`config.mk`:
```
export PLATFORM = sky130hd
export DESIGN_NAME = nvs_device_flat
export DESIGN_NICKNAME = d
export VERILOG_FILES = /design/src/nvs_pkg.sv /design/src/nvs_if.sv /design/src/nvs_crc.sv /design/src/nvs_device.sv /design/src/flat_wrapper.sv
export VERILOG_INCLUDE_DIRS = /design/src
export SDC_FILE = /design/constraint.sdc
export NUM_CORES = 2
export LEC_CHECK = 0
export ABC_CLOCK_PERIOD_IN_PS = 5200
export BUFFER_PORTS_ARGS = -buffer_cell sky130_fd_sc_hd__buf_2
export CAP_MARGIN = 20
export CORE_MARGIN = 4
export CORE_UTILIZATION = 42
export CTS_BUF_LIST = sky130_fd_sc_hd__clkbuf_4 sky130_fd_sc_hd__clkbuf_8
export DETAILED_ROUTE_END_ITERATION = 10
export PLACE_DENSITY = 0.6
export SETUP_SLACK_MARGIN = 0.3
export SLEW_MARGIN = 15
export SYNTH_ARGS = -nofsm -noshare
export SYNTH_HDL_FRONTEND = slang
export SYNTH_SLANG_ARGS = --single-unit
```
`constraint.sdc`:
```
create_clock -name clk -period 5.2 [get_ports clk]
set_clock_uncertainty 0.15 [all_clocks]
set_input_delay 0.78 -clock clk [delete_from_list [all_inputs] [get_ports clk]]
set_output_delay 0.78 -clock clk [all_outputs]
set_load 0.02 [all_outputs]
```
`src/nvs_cfg.svh`:
```
// Constants of the flash command sequencer: command codes, timing, map.
// Assumes inclusion by bare name from the design modules; the package does not include it.
`ifndef NVS_CFG_SVH
`define NVS_CFG_SVH
// Command codes
`define NVS_CMD_NOP       7'h00
`define NVS_CMD_USR_RD    7'h01
`define NVS_CMD_FAC_RD    7'h02
`define NVS_CMD_USR_ER    7'h18
`define NVS_CMD_USR_WR    7'h1a
`define NVS_CMD_MAIN_ER   7'h20
`define NVS_CMD_MPG_ER    7'h22
`define NVS_CMD_BUF_LD    7'h23
`define NVS_CMD_MPG_WR    7'h24
`define NVS_CMD_MPG_EW    7'h25
`define NVS_CMD_BUF_ER    7'h26
`define NVS_CMD_BPG_ER    7'h2a
`define NVS_CMD_PG_ER     7'h2b
`define NVS_CMD_BPG_WR    7'h2c
`define NVS_CMD_BPG_EW    7'h2d
`define NVS_CMD_PG_WR     7'h2e
`define NVS_CMD_PG_EW     7'h2f
`define NVS_CMD_EE_LD     7'h33
`define NVS_CMD_EE_ER     7'h30
`define NVS_CMD_EE_RD     7'h06
`define NVS_CMD_MAIN_CRC  7'h38
`define NVS_CMD_BOOT_CRC  7'h39
`define NVS_CMD_RNG_CRC   7'h3a
// Timing in clock cycles
`define NVS_OP_CYCLES     8'h10
`define NVS_CCP_CYCLES    3'h4
// Checksum engine
`define NVS_CRC_INIT      16'hffff
`define NVS_CRC_POLY      16'h1021
// Linear map of the external programming space
`define NVS_MAP_EE        24'h001000
`define NVS_MAP_USR       24'h002000
`define NVS_MAP_FAC       24'h003000
`define NVS_ERASED        8'hff
`endif

```
`src/nvs_pkg.sv`:
```
// Types shared by both ends of the flash command sequencer.
// Assumes nvs_cfg.svh is on the include path.
package nvs_pkg;
    // Device sequencer states
    typedef enum logic [1:0] {DST_IDLE, DST_RUN, DST_CRC} nvs_dstate_t;
    // Host sequencer states
    typedef enum logic [2:0] {
        HST_IDLE, HST_CMD, HST_ADDR, HST_CCP, HST_GO, HST_WAIT
    } nvs_hstate_t;
    // Host operations
    typedef enum logic [1:0] {OP_LOAD, OP_STORE, OP_EXEC} nvs_op_t;
endpackage : nvs_pkg

```
`src/nvs_if.sv`:
```
// Link between the CPU end and the memory controller end.
// Assumes one shared clock; every signal is a level sampled on clk.
`timescale 1ns/1ps
`default_nettype none
interface nvs_if;
    logic [6:0]  cmdVal;
    logic        cmdWr;
    logic [23:0] addrVal;
    logic        addrWr;
    logic [23:0] dataVal;
    logic        dataWr;
    logic        ccpKey;
    logic        execReq;
    logic        spmReq;
    logic        lpmReq;
    logic [23:0] ptrAddr;
    logic [15:0] spmWord;
    logic        lpmValid;
    logic [7:0]  lpmData;
    logic        busy;
    logic        cpuHalt;
    logic [23:0] dataRd;
    modport host (output cmdVal, cmdWr, addrVal, addrWr, dataVal, dataWr,
        ccpKey, execReq, spmReq, lpmReq, ptrAddr, spmWord,
        input lpmValid, lpmData, busy, cpuHalt, dataRd);
    modport dev (input cmdVal, cmdWr, addrVal, addrWr, dataVal, dataWr,
        ccpKey, execReq, spmReq, lpmReq, ptrAddr, spmWord,
        output lpmValid, lpmData, busy, cpuHalt, dataRd);
endinterface : nvs_if
`default_nettype wire

```
`src/nvs_crc.sv`:
```
// One-byte update of a 16-bit checksum, combinational.
// Assumes the caller registers the result.
`timescale 1ns/1ps
`default_nettype none
`include "nvs_cfg.svh"
module nvs_crc (
    input  wire logic [15:0] crcIn,
    input  wire logic [7:0]  byteIn,
    output logic      [15:0] crcOut
);
    // ==========================================================
    // Bitwise shift through the polynomial
    always_comb begin
        logic [15:0] c;
        c = crcIn ^ {byteIn, 8'h00};
        for (int i = 0; i < 8; i++) begin
            c = c[15] ? ((c << 1) ^ `NVS_CRC_POLY) : (c << 1);
        end
        crcOut = c;
    end
endmodule : nvs_crc
`default_nettype wire

```
`src/nvs_device.sv`:
```
// Memory controller end: command decode, flash, rows, EEPROM, checksum.
// Assumes the CPU end on nvs_if.dev, same clock, lock state from fuses.
`timescale 1ns/1ps
`default_nettype none
`include "nvs_cfg.svh"
module nvs_device import nvs_pkg::*; #(
    parameter int FLASH_BYTES = 64,
    parameter int PAGE_BYTES  = 8,
    parameter int BOOT_BYTES  = 16,
    parameter int EE_BYTES    = 16,
    parameter int EE_PAGE     = 4
) (
    input  wire logic        clk,
    input  wire logic        srst,
    nvs_if.dev               lnk,
    input  wire logic        bootLockFree,
    input  wire logic        extReq,
    input  wire logic [23:0] extAddr,
    output logic             extValid,
    output logic [7:0]       extData
);
    localparam int FA = $clog2(FLASH_BYTES);
    localparam int EA = $clog2(EE_BYTES);
    localparam int PA = $clog2(PAGE_BYTES);
    localparam int EP = $clog2(EE_PAGE);
    localparam int NEP = EE_BYTES / EE_PAGE;
    localparam logic [FA-1:0] BOOT_START = FA'(FLASH_BYTES - BOOT_BYTES);
    typedef struct packed {
        logic [FLASH_BYTES-1:0][7:0] flash;
        logic [PAGE_BYTES-1:0][7:0]  pbuf;
        logic [PAGE_BYTES-1:0][7:0]  urow;
        logic [EE_BYTES-1:0][7:0]    ee;
        logic [NEP-1:0]              eeTag;
        logic [6:0]                  cmd;
        logic [23:0]                 addr;
        logic [23:0]                 data;
        logic [2:0]                  ccpCnt;
        nvs_dstate_t                 st;
        logic [6:0]                  opCmd;
        logic [FA-1:0]               opAddr;
        logic [FA-1:0]               crcEnd;
        logic [7:0]                  cnt;
        logic [15:0]                 crc;
        logic                        busy;
        logic                        halt;
        logic                        lpmValid;
        logic [7:0]                  lpmData;
        logic                        extValid;
        logic [7:0]                  extData;
    } nvs_dev_t;
    nvs_dev_t    s_q;
    nvs_dev_t    s_d;
    logic [15:0] crcNext;
    // ==========================================================
    // Helpers
    function automatic logic [FA-PA-1:0] pageOf(input logic [FA-1:0] a);
        pageOf = a[FA-1:PA];
    endfunction : pageOf
    function automatic logic [7:0] facByte(input logic [PA-1:0] i);
        facByte = {4'h5, 4'(i)};  // Fixed production values, arbitrary
    endfunction : facByte
    function automatic logic [7:0] mapRead(input nvs_dev_t s,
                                           input logic [23:0] a);
        mapRead = `NVS_ERASED;
        if (a < 24'(FLASH_BYTES))
            mapRead = s.flash[a[FA-1:0]];
        else if (a >= `NVS_MAP_EE && a < `NVS_MAP_EE + 24'(EE_BYTES))
            mapRead = s.ee[a[EA-1:0]];
        else if (a >= `NVS_MAP_USR && a < `NVS_MAP_USR + 24'(PAGE_BYTES))
            mapRead = s.urow[a[PA-1:0]];
        else if (a >= `NVS_MAP_FAC && a < `NVS_MAP_FAC + 24'(PAGE_BYTES))
            mapRead = facByte(a[PA-1:0]);
    endfunction : mapRead
    // ==========================================================
    // Checksum engine
    nvs_crc nvs_crc_i (
        .crcIn  (s_q.crc),
        .byteIn (s_q.flash[s_q.opAddr]),
        .crcOut (crcNext)
    );

    // ==========================================================
    // Next state
    always_comb begin
        logic          prot, spmOk, exOk;
        logic [6:0]    c;
        logic [FA-1:0] za;
        s_d = s_q;
        c = s_q.cmd;
        za = lnk.ptrAddr[FA-1:0];
        prot = (s_q.ccpCnt != 3'h0);
        spmOk = lnk.spmReq && !s_q.busy;
        exOk = lnk.execReq && !s_q.busy && prot;
        s_d.lpmValid = lnk.lpmReq;
        s_d.extValid = extReq;
        // Register writes and unlock window
        if (lnk.cmdWr) s_d.cmd = lnk.cmdVal;
        if (lnk.addrWr) s_d.addr = lnk.addrVal;
        if (lnk.dataWr) s_d.data = lnk.dataVal;
        if (lnk.ccpKey) s_d.ccpCnt = `NVS_CCP_CYCLES;
        else if (prot) s_d.ccpCnt = s_q.ccpCnt - 3'h1;
        if (extReq) s_d.extData = mapRead(s_q, extAddr);
        if (lnk.lpmReq)
            case (c)
                `NVS_CMD_USR_RD: s_d.lpmData = s_q.urow[za[PA-1:0]];
                `NVS_CMD_FAC_RD: s_d.lpmData = facByte(za[PA-1:0]);
                default:         s_d.lpmData = s_q.flash[za];
            endcase
        if (spmOk && c == `NVS_CMD_BUF_LD) begin
            s_d.pbuf[{za[PA-1:1], 1'b0}] = lnk.spmWord[7:0];
            s_d.pbuf[{za[PA-1:1], 1'b1}] = lnk.spmWord[15:8];
        end
        if (spmOk && prot) begin
            s_d.opCmd = c;
            s_d.opAddr = za;
            s_d.cnt = `NVS_OP_CYCLES;
            s_d.st = DST_RUN;
            case (c)
                // generic pages halt only in boot
                `NVS_CMD_PG_ER, `NVS_CMD_PG_WR, `NVS_CMD_PG_EW:
                    s_d.halt = (za >= BOOT_START);
                `NVS_CMD_MPG_ER, `NVS_CMD_MPG_WR, `NVS_CMD_MPG_EW: ;
                `NVS_CMD_MAIN_ER, `NVS_CMD_BPG_ER, `NVS_CMD_BPG_WR,
                `NVS_CMD_BPG_EW, `NVS_CMD_USR_ER, `NVS_CMD_USR_WR:
                    s_d.halt = 1'b1;
                default: s_d.st = DST_IDLE;
            endcase
        end
        if (exOk) begin
            s_d.opCmd = c;
            s_d.crc = `NVS_CRC_INIT;
            s_d.st = DST_CRC;
            case (c)
                `NVS_CMD_BUF_ER, `NVS_CMD_EE_ER, `NVS_CMD_EE_LD,
                `NVS_CMD_EE_RD: begin
                    s_d.st = DST_RUN;
                    s_d.cnt = `NVS_OP_CYCLES;
                end
                `NVS_CMD_MAIN_CRC: begin
                    s_d.opAddr = '0;
                    s_d.crcEnd = BOOT_START - FA'(1);
                end
                `NVS_CMD_BOOT_CRC: begin
                    s_d.opAddr = BOOT_START;
                    s_d.crcEnd = FA'(FLASH_BYTES - 1);
                end
                `NVS_CMD_RNG_CRC: begin
                    s_d.opAddr = s_q.data[FA-1:0];
                    s_d.crcEnd = s_q.addr[FA-1:0];
                    if (!bootLockFree) s_d.st = DST_IDLE;
                end
                default: s_d.st = DST_IDLE;
            endcase
            s_d.halt = (s_d.st == DST_CRC);
        end
        // Sequencer
        case (s_q.st)
            DST_RUN: begin
                s_d.cnt = s_q.cnt - 8'h01;
                if (s_q.cnt == 8'h01) begin
                    s_d.st = DST_IDLE;
                    for (int i = 0; i < FLASH_BYTES; i++) begin
                        if (pageOf(FA'(i)) == pageOf(s_q.opAddr)) begin
                            case (s_q.opCmd)
                                `NVS_CMD_PG_ER, `NVS_CMD_MPG_ER,
                                `NVS_CMD_BPG_ER:
                                    s_d.flash[i] = `NVS_ERASED;
                                `NVS_CMD_PG_WR, `NVS_CMD_MPG_WR,
                                `NVS_CMD_BPG_WR:
                                    s_d.flash[i] = s_q.flash[i]
                                        & s_q.pbuf[i % PAGE_BYTES];
                                `NVS_CMD_PG_EW, `NVS_CMD_MPG_EW,
                                `NVS_CMD_BPG_EW:
                                    s_d.flash[i] = s_q.pbuf[i % PAGE_BYTES];
                                default: ;
                            endcase
                        end
                        if (s_q.opCmd == `NVS_CMD_MAIN_ER
                            && FA'(i) < BOOT_START)
                            s_d.flash[i] = `NVS_ERASED;
                    end
                    case (s_q.opCmd)
                        `NVS_CMD_BUF_ER: s_d.pbuf = '1;
                        `NVS_CMD_USR_ER: s_d.urow = '1;
                        `NVS_CMD_USR_WR: s_d.urow = s_q.urow & s_q.pbuf;
                        // EEPROM read to data byte zero
                        `NVS_CMD_EE_RD:
                            s_d.data[7:0] = s_q.ee[s_q.addr[EA-1:0]];
                        `NVS_CMD_EE_LD: s_d.eeTag[s_q.addr[EA-1:EP]] = 1'b1;
                        `NVS_CMD_EE_ER: begin
                            for (int i = 0; i < EE_BYTES; i++)
                                if (s_q.eeTag[i / EE_PAGE])
                                    s_d.ee[i] = `NVS_ERASED;
                            s_d.eeTag = '0;
                        end
                        default: ;
                    endcase
                end
            end
            DST_CRC: begin
                s_d.crc = crcNext;
                s_d.opAddr = s_q.opAddr + FA'(1);
                if (s_q.opAddr == s_q.crcEnd) begin
                    s_d.st = DST_IDLE;
                    s_d.data = {8'h00, crcNext};
                end
            end
            default: ;
        endcase
        // Busy follows the sequencer; halt never outlives busy
        s_d.busy = (s_d.st != DST_IDLE);
        if (!s_d.busy) s_d.halt = 1'b0;
    end

    // ==========================================================
    // State register
    always_ff @(posedge clk) begin
        if (srst) begin
            s_q <= '0;
            s_q.flash <= '1;
            s_q.pbuf <= '1;
            s_q.urow <= '1;
        end else begin
            s_q <= s_d;
        end
    end

    // Outputs straight from the register
    assign lnk.lpmValid = s_q.lpmValid;
    assign lnk.lpmData = s_q.lpmData;
    assign lnk.busy = s_q.busy;
    assign lnk.cpuHalt = s_q.halt;
    assign lnk.dataRd = s_q.data;
    assign extValid = s_q.extValid;
    assign extData = s_q.extData;
endmodule : nvs_device
`default_nettype wire

```
`src/flat_wrapper.sv`:
```
// flat-port wrapper written by rule: the top's interface ports become plain ports
module nvs_device_flat import nvs_pkg::*;
#(
    parameter int FLASH_BYTES = 64,
    parameter int PAGE_BYTES  = 8,
    parameter int BOOT_BYTES  = 16,
    parameter int EE_BYTES    = 16,
    parameter int EE_PAGE     = 4
)
  (clk, srst, bootLockFree, extReq, extAddr, extValid, extData, lnk_cmdVal, lnk_cmdWr, lnk_addrVal, lnk_addrWr, lnk_dataVal, lnk_dataWr, lnk_ccpKey, lnk_execReq, lnk_spmReq, lnk_lpmReq, lnk_ptrAddr, lnk_spmWord, lnk_lpmValid, lnk_lpmData, lnk_busy, lnk_cpuHalt, lnk_dataRd);
  nvs_if lnk_i ();
  input  wire logic clk;
  input  wire logic srst;
  input  wire logic bootLockFree;
  input  wire logic extReq;
  input  wire logic [23:0] extAddr;
  output logic extValid;
  output logic [7:0] extData;
  input wire logic [$bits(lnk_i.cmdVal)-1:0] lnk_cmdVal;
  input wire logic [$bits(lnk_i.cmdWr)-1:0] lnk_cmdWr;
  input wire logic [$bits(lnk_i.addrVal)-1:0] lnk_addrVal;
  input wire logic [$bits(lnk_i.addrWr)-1:0] lnk_addrWr;
  input wire logic [$bits(lnk_i.dataVal)-1:0] lnk_dataVal;
  input wire logic [$bits(lnk_i.dataWr)-1:0] lnk_dataWr;
  input wire logic [$bits(lnk_i.ccpKey)-1:0] lnk_ccpKey;
  input wire logic [$bits(lnk_i.execReq)-1:0] lnk_execReq;
  input wire logic [$bits(lnk_i.spmReq)-1:0] lnk_spmReq;
  input wire logic [$bits(lnk_i.lpmReq)-1:0] lnk_lpmReq;
  input wire logic [$bits(lnk_i.ptrAddr)-1:0] lnk_ptrAddr;
  input wire logic [$bits(lnk_i.spmWord)-1:0] lnk_spmWord;
  output wire logic [$bits(lnk_i.lpmValid)-1:0] lnk_lpmValid;
  output wire logic [$bits(lnk_i.lpmData)-1:0] lnk_lpmData;
  output wire logic [$bits(lnk_i.busy)-1:0] lnk_busy;
  output wire logic [$bits(lnk_i.cpuHalt)-1:0] lnk_cpuHalt;
  output wire logic [$bits(lnk_i.dataRd)-1:0] lnk_dataRd;
  assign lnk_i.cmdVal = lnk_cmdVal;
  assign lnk_i.cmdWr = lnk_cmdWr;
  assign lnk_i.addrVal = lnk_addrVal;
  assign lnk_i.addrWr = lnk_addrWr;
  assign lnk_i.dataVal = lnk_dataVal;
  assign lnk_i.dataWr = lnk_dataWr;
  assign lnk_i.ccpKey = lnk_ccpKey;
  assign lnk_i.execReq = lnk_execReq;
  assign lnk_i.spmReq = lnk_spmReq;
  assign lnk_i.lpmReq = lnk_lpmReq;
  assign lnk_i.ptrAddr = lnk_ptrAddr;
  assign lnk_i.spmWord = lnk_spmWord;
  assign lnk_lpmValid = lnk_i.lpmValid;
  assign lnk_lpmData = lnk_i.lpmData;
  assign lnk_busy = lnk_i.busy;
  assign lnk_cpuHalt = lnk_i.cpuHalt;
  assign lnk_dataRd = lnk_i.dataRd;
  nvs_device #(.FLASH_BYTES(FLASH_BYTES), .PAGE_BYTES(PAGE_BYTES), .BOOT_BYTES(BOOT_BYTES), .EE_BYTES(EE_BYTES), .EE_PAGE(EE_PAGE)) u_core (.clk(clk), .srst(srst), .lnk(lnk_i), .bootLockFree(bootLockFree), .extReq(extReq), .extAddr(extAddr), .extValid(extValid), .extData(extData));
endmodule
```
# Word level (Yosys, flattened, before mapping)

Cells that the tools add are included.
W data, S select, Z words.

Register bits after elaboration: 753
Input bits: 130
Logic and storage cells: 540

Add/subtract/negate cells: 3
Magnitude comparators: 21
Equality and inequality tests: 50
Multiplexer cells: 232
Bitwise logic cells: 76
Reductions and logical operators: 56

Operators with widths:

| operator               | number |
|---|---|
| $pmux W8 S3            | 64 |
| $mux W8                | 118 |
| $mux W260              | 2 |
| $and A8 B8 Y8          | 64 |
| $eq A7 B6 Y1 const B   | 30 |
| $bmux W8 S6            | 3 |
| $bwmux W64             | 2 |
| $mux W128              | 1 |
| $mux W64               | 2 |
| $pmux W64 S2           | 1 |
| $mux W13               | 8 |
| $and A64 B64 Y64       | 1 |
| $bmux W8 S4            | 2 |
| $bmux W8 S3            | 2 |
| $ge A24 B14 Y1 const B | 2 |
| $lt A24 B14 Y1 const B | 2 |
| $mux W24               | 2 |
| $reduce_and A4 Y1      | 12 |
| $mux W45               | 1 |
| $pmux W12 S3           | 1 |
| $demux W8 S2           | 2 |
| $mux W16               | 2 |
| $pmux W8 S2            | 2 |
| $eq A7 B5 Y1 const B   | 4 |
| other kinds (50)       | 108 |

# Depth between registers and ports, before layout

Depth in word-level cells: 21
Gate-level depth with buffers: 12
Gate-level depth less buffers: 10

# Hierarchy

Synthesis repeated with hierarchy kept, for this count alone.

Cell total of the unflattened synthesis: 3923
Area, all modules: 41363.4 µm²

By module, submodules not included:

| module     | times used | cells an instance | area an instance (µm²) | sequential area each (µm²) |
|---|---|---|---|---|
| nvs_device | 1          | 3898              | 40960.5                | 15074.5 |
| nvs_crc    | 1          | 25                | 402.9                  | 0.0 |

# Worst setup path before layout

No wires, ideal clock.

Path type: input port to flip-flop
Start: input port extAddr[1]
End: register u_core.s_q (netlist bit u_core.extData[6])
Arrival time: 3.384 ns
Data required time: 4.922 ns
Path slack: 1.538 ns
Cell stages on the path: 10
Path buffers: 3
Cell sequence: clkbuf_1 > buf_1 > clkbuf_1 > mux4_2 > mux4_2 > mux4_2 > nor2_1 > nor3_1 > a21oi_1 > nor2_1

Word-level cells in the longest chain between the ends: 5

Ends and longest elaborated chain:

| what                                                          | line                               | text |
|---|---|---|
| start, declared                                               | flat_wrapper.sv:16                 | `input wire logic [23:0] extAddr;` |
| $ge A24 B14 Y1 (no source line), or another cell as far along | n/a                                |  |
| $logic_and A1 B1 Y1 or $mux W8 (tied branches)                | nvs_device.sv:69, nvs_device.sv:70 |  |
| $mux W8                                                       | nvs_device.sv:69                   | `` else if (a >= `NVS_MAP_USR && a < `NVS_MAP_USR + 24'(PAGE_BYTES)) `` |
| $mux W8                                                       | nvs_device.sv:67                   | `` else if (a >= `NVS_MAP_EE && a < `NVS_MAP_EE + 24'(EE_BYTES)) `` |
| $mux W8 *                                                     | nvs_device.sv:65                   | `if (a < 24'(FLASH_BYTES))` |
| end, declared                                                 | nvs_device.sv:51                   | `nvs_dev_t s_q;` |

Every way passes the cells marked *; elsewhere a longest branch is shown, timed or not. The select of a mux whose other input is x is not followed.
A chain may end at the register's enable or synchronous reset.

# Worst setup path after layout

Start: register u_core.s_q[51] (netlist bit)
End: register u_core.s_q (netlist bit u_core.lnk.dataRd[12])

Word-level cells in the longest chain between the ends: 14

Ends and longest elaborated chain:

| what                          | line              | text |
|---|---|---|
| $bmux W8 S6                   | nvs_device.sv:78  | `.byteIn (s_q.flash[s_q.opAddr]),` |
| $mux W8 (implied by the code) | nvs_device.sv:78  |  |
| $xor A16 B16 Y16              | nvs_crc.sv:15     | `c = crcIn ^ {byteIn, 8'h00};` |
| $mux W13 (7 in a row)         | nvs_crc.sv:17     | `` c = c[15] ? ((c << 1) ^ `NVS_CRC_POLY) : (c << 1); `` |
| $not A3 Y3 (no source line)   | n/a               |  |
| $mux W13                      | nvs_crc.sv:17     |  |
| $mux W24 *                    | nvs_device.sv:203 | `if (s_q.opAddr == s_q.crcEnd) begin` |
| $mux W16 *                    | nvs_device.sv:157 | `case (s_q.st)` |

Marked as above.

==> flow_summary.json <==
{
  "status": "finished, violations left",
  "violations": "max-slew violations",
  "synth_area_leaders": "dfxtp_1 36%, mux4_2 25%, o22ai_1 8.0%",
  "hold_depth": 2,
  "synth_warnings": 0,
  "post-route-util_pct": 46.8,
  "grt_pass1_vias": 32100,
  "fmax_mhz": 236,
  "ant_nets": 0,
  "syn-num-nets": 4048,
  "rsz0062_at_grt": "no",
  "ir_drop_mv": 0.183,
  "die_x_microns": 322,
  "cts_buffer_depth": 3,
  "cts-resized-gates": 0,
  "r2r_end": "u_core.lnk.dataRd[12]$_SDFF_PP0_",
  "synth_ff_type": "dfxtp_1",
  "cts.sinks": 753,
  "drtIter0Drc": 4024,
  "wirelength_microns": 141000,
  "synthArstFlopShare_pct": 0,
  "cap_violations": 0,
  "reg2reg_from": "u_core.s_q[51]$_SDFF_PP0_",
  "cts_tree": "built",
  "die_h_microns": 322,
  "reg2regPathDepth": 11,
  "cp-start-kind": "register",
  "cp_data_arrival_time_ns": 4.73,
  "num_vias": 34000,
  "path_max_fanout": 25,
  "wl_per_cell_microns": 27.2,
  "fill_cells": 8922,
  "worst_pin_slew_ns": 1.52,
  "start_util_pct": 42.6,
  "drtPass1Iterations": 6,
  "port_buffers": 137,
  "grt_pass1_wl_microns": 210000,
  "cp-end-kind": "register",
  "vias_per_cell": 6.55,
  "core_area_sq_mm": 0.0971,
  "crit_type": "register to register",
  "fin_setup_tns_ns": 0,
  "fp-row-count": 114,
  "power_density_mw_per_mm2": 290,
  "yosysMostFrequentCell": "dfxtp_1",
  "dieArea_sq_mm": 0.104,
  "r2r_setup_slack_ns": 0.96,
  "grt_start_max_net_pins": 267,
  "synth_edf_count": 0,
  "hold_class": "primary input to register",
  "synth_area_leader_cell": "dfxtp_1",
  "htreeDepth": 4,
  "synth_cell_type_count": 72,
  "maxSlewViolCount": 33,
  "whs_endpoint": "u_core.s_q[65]$_SDFFE_PP0N_",
  "syn_area_sq_mm": 0.0414,
  "leakage_nw": 14.8,
  "syn_to_final_growth_pct": 9.91,
  "synth_top_area_share_pct": 36.5,
  "hold_viol_final": 0,
  "yosysSeqAreaShare_pct": 36.5,
  "drive_above_1_share_pct": 25.3,
  "clockRootBuffer": "clkbuf_8",
  "hp-start": "lnk_ccpKey",
  "layout.nets": 3950,
  "gp_congestion": 0.841,
  "cts_setup_buffers": 0,
  "multiInputGateArea_sq_mm": 0.0241,
  "slew_headroom_pct": -1.52,
  "ff_latch_area_sq_mm": 0.0151,
  "postCtsHoldBufs": 0,
  "worstSkewPairLatency_ns": 0.84,
  "post-route-period-util_pct": 81.6,
  "yosys_register_bits": 753,
  "crit_required_ns": 5.69,
  "antenna_found_initial": 7,
  "post-route-drc-count": 0,
  "grt_remaining_overflow": 0,
  "track_usage_pct": 26.6,
  "syn_area_per_cell_sq_um": 10.6,
  "hpwl_microns": 89100,
  "clk_pin_slew_ns": 0.07,
  "synth_common_cells": "753 x dfxtp_1, 530 x o22ai_1, 522 x nand2b_1, 451 x mux4_2, 337 x clkbuf_1",
  "setup_viol": 0,
  "fin_crit_ns": 4.24,
  "cts_buffers": 133,
  "io_pins": 174,
  "syn_inst": 3911
}
## flip-flops by register name, indices dropped and copies added (netlist names)
name                 flops
u_core.extData           8
u_core.extValid          1
u_core.lnk.busy          1
u_core.lnk.cpuHalt       1
u_core.lnk.dataRd       24
u_core.lnk.lpmData       8
u_core.lnk.lpmValid      1
u_core.s_q             709
## logic make-up (layout without fill, tap and decap cells)
| logic type | Yosys count | after routing | synth area share [%] |
|---|---|---|---|
| AO/OA/AOI/OAI | 849 | 849 | 13.0 |
| XOR/XNOR | 29 | 29 | 0.720 |
| adder cells (fa/ha/maj) | 7 | 7 | 0.212 |
| buffers and inverters | 502 | 496 | 5.52 |
| flip-flops | 753 | 753 | 36.5 |
| multiplexers | 623 | 623 | 29.1 |
| other | 0 | 6 | 0 |
| AND/OR/NAND/NOR | 1148 | 1148 | 15.0 |
## per-layer routing
layer | global-route usage, % | vias to the layer above | wire [microns]
li1 | - | 14700 | -
met3 | 6.08 | 347 | 14200
met2 | 40.6 | 1870 | 63300
met1 | 36.4 | 17100 | 57600
met5 | 0 | - | 0
met4 | 11.9 | 0 | 6060
## final cells by class
cell class | count | area share [%]
Sequential cell | 753 | 33.2
Clock buffer | 206 | 5.72
Timing Repair Buffer | 245 | 3.89
Tap cell | 1276 | 3.51
Antenna cell | 6 | 0.0330
Multi-Input combinational cell | 2656 | 53.1
Clock inverter | 21 | 0.410
Inverter | 24 | 0.198
## where the power goes
part / internal [mW] / switching (mW) / total, mW
combinational: 0.558 / 0.860 / 1.42
clock: 3.27 / 2.59 / 5.86
sequential: 5.83 / 0.0912 / 5.93
## how the worst max path moves through the flow
| stage | slack (ns) | end | cells after the start | start |
|---|---|---|---|---|
| 4_1_cts | 1.05 | u_core.lnk.dataRd[13]$_SDFF_PP0_ | 11 | u_core.s_q[50]$_SDFF_PP0_ |
| 6_report | 0.96 | u_core.lnk.dataRd[12]$_SDFF_PP0_ | 11 | u_core.s_q[51]$_SDFF_PP0_ |
| 5_1_grt | 0.86 | u_core.lnk.dataRd[13]$_SDFF_PP0_ | 11 | u_core.s_q[50]$_SDFF_PP0_ |
| 2_1_floorplan | 1.54 | u_core.extData[6]$_SDFFE_PP0P_ | 10 | extAddr[1] |
| 3_3_place_gp | 1.12 | u_core.lnk.lpmData[2]$_SDFFE_PP0P_ | 9 | lnk_ptrAddr[1] |
| 3_5_place_dp | 1.09 | u_core.lnk.dataRd[13]$_SDFF_PP0_ | 11 | u_core.s_q[50]$_SDFF_PP0_ |
## through the flow
stage	power [mW]	setup WS, ns	cells	cell area [sq um]	hold WS [ns]
after floorplan	7.01	1.54	3911	41400	0.296
after global placement	7.44	1.12	4953	42600	0.305
after detailed placement	7.45	1.09	4954	42700	0.315
after CTS	13.3	1.05	5181	45400	0.00464
after global routing	13.6	0.862	5184	45400	0.0297
final	13.2	0.958	5187	45400	0.0479
## critical path: stages, from the launching register on
cell and delay, ns:
dfxtp_4 0.71, buf_12 0.29, buf_4 0.24, mux2i_1 0.10
a22o_1 0.23, a2111oi_0 0.65, nor4_1 0.18, buf_4 0.21
or3_1 0.38, a211oi_2 0.39, nor4_1 0.10, a2111oi_1 0.42
## layout by cell type, fill, tap and decap left out, drive strengths merged, types with 19 or more instances in the layout
master,synthesis,layout
dfxtp,753,753
nor2b,26,26
clkbuf,337,207
nor3,64,64
nand2,254,254
nand3,78,78
a211oi,36,36
nor2,119,119
buf,141,244
a21oi,71,71
mux2i,152,152
nor4,19,19
inv,22,27
nand2b,522,522
mux4,460,460
o21ai,110,110
o22ai,531,531
(Power assumes the default switching activity.)
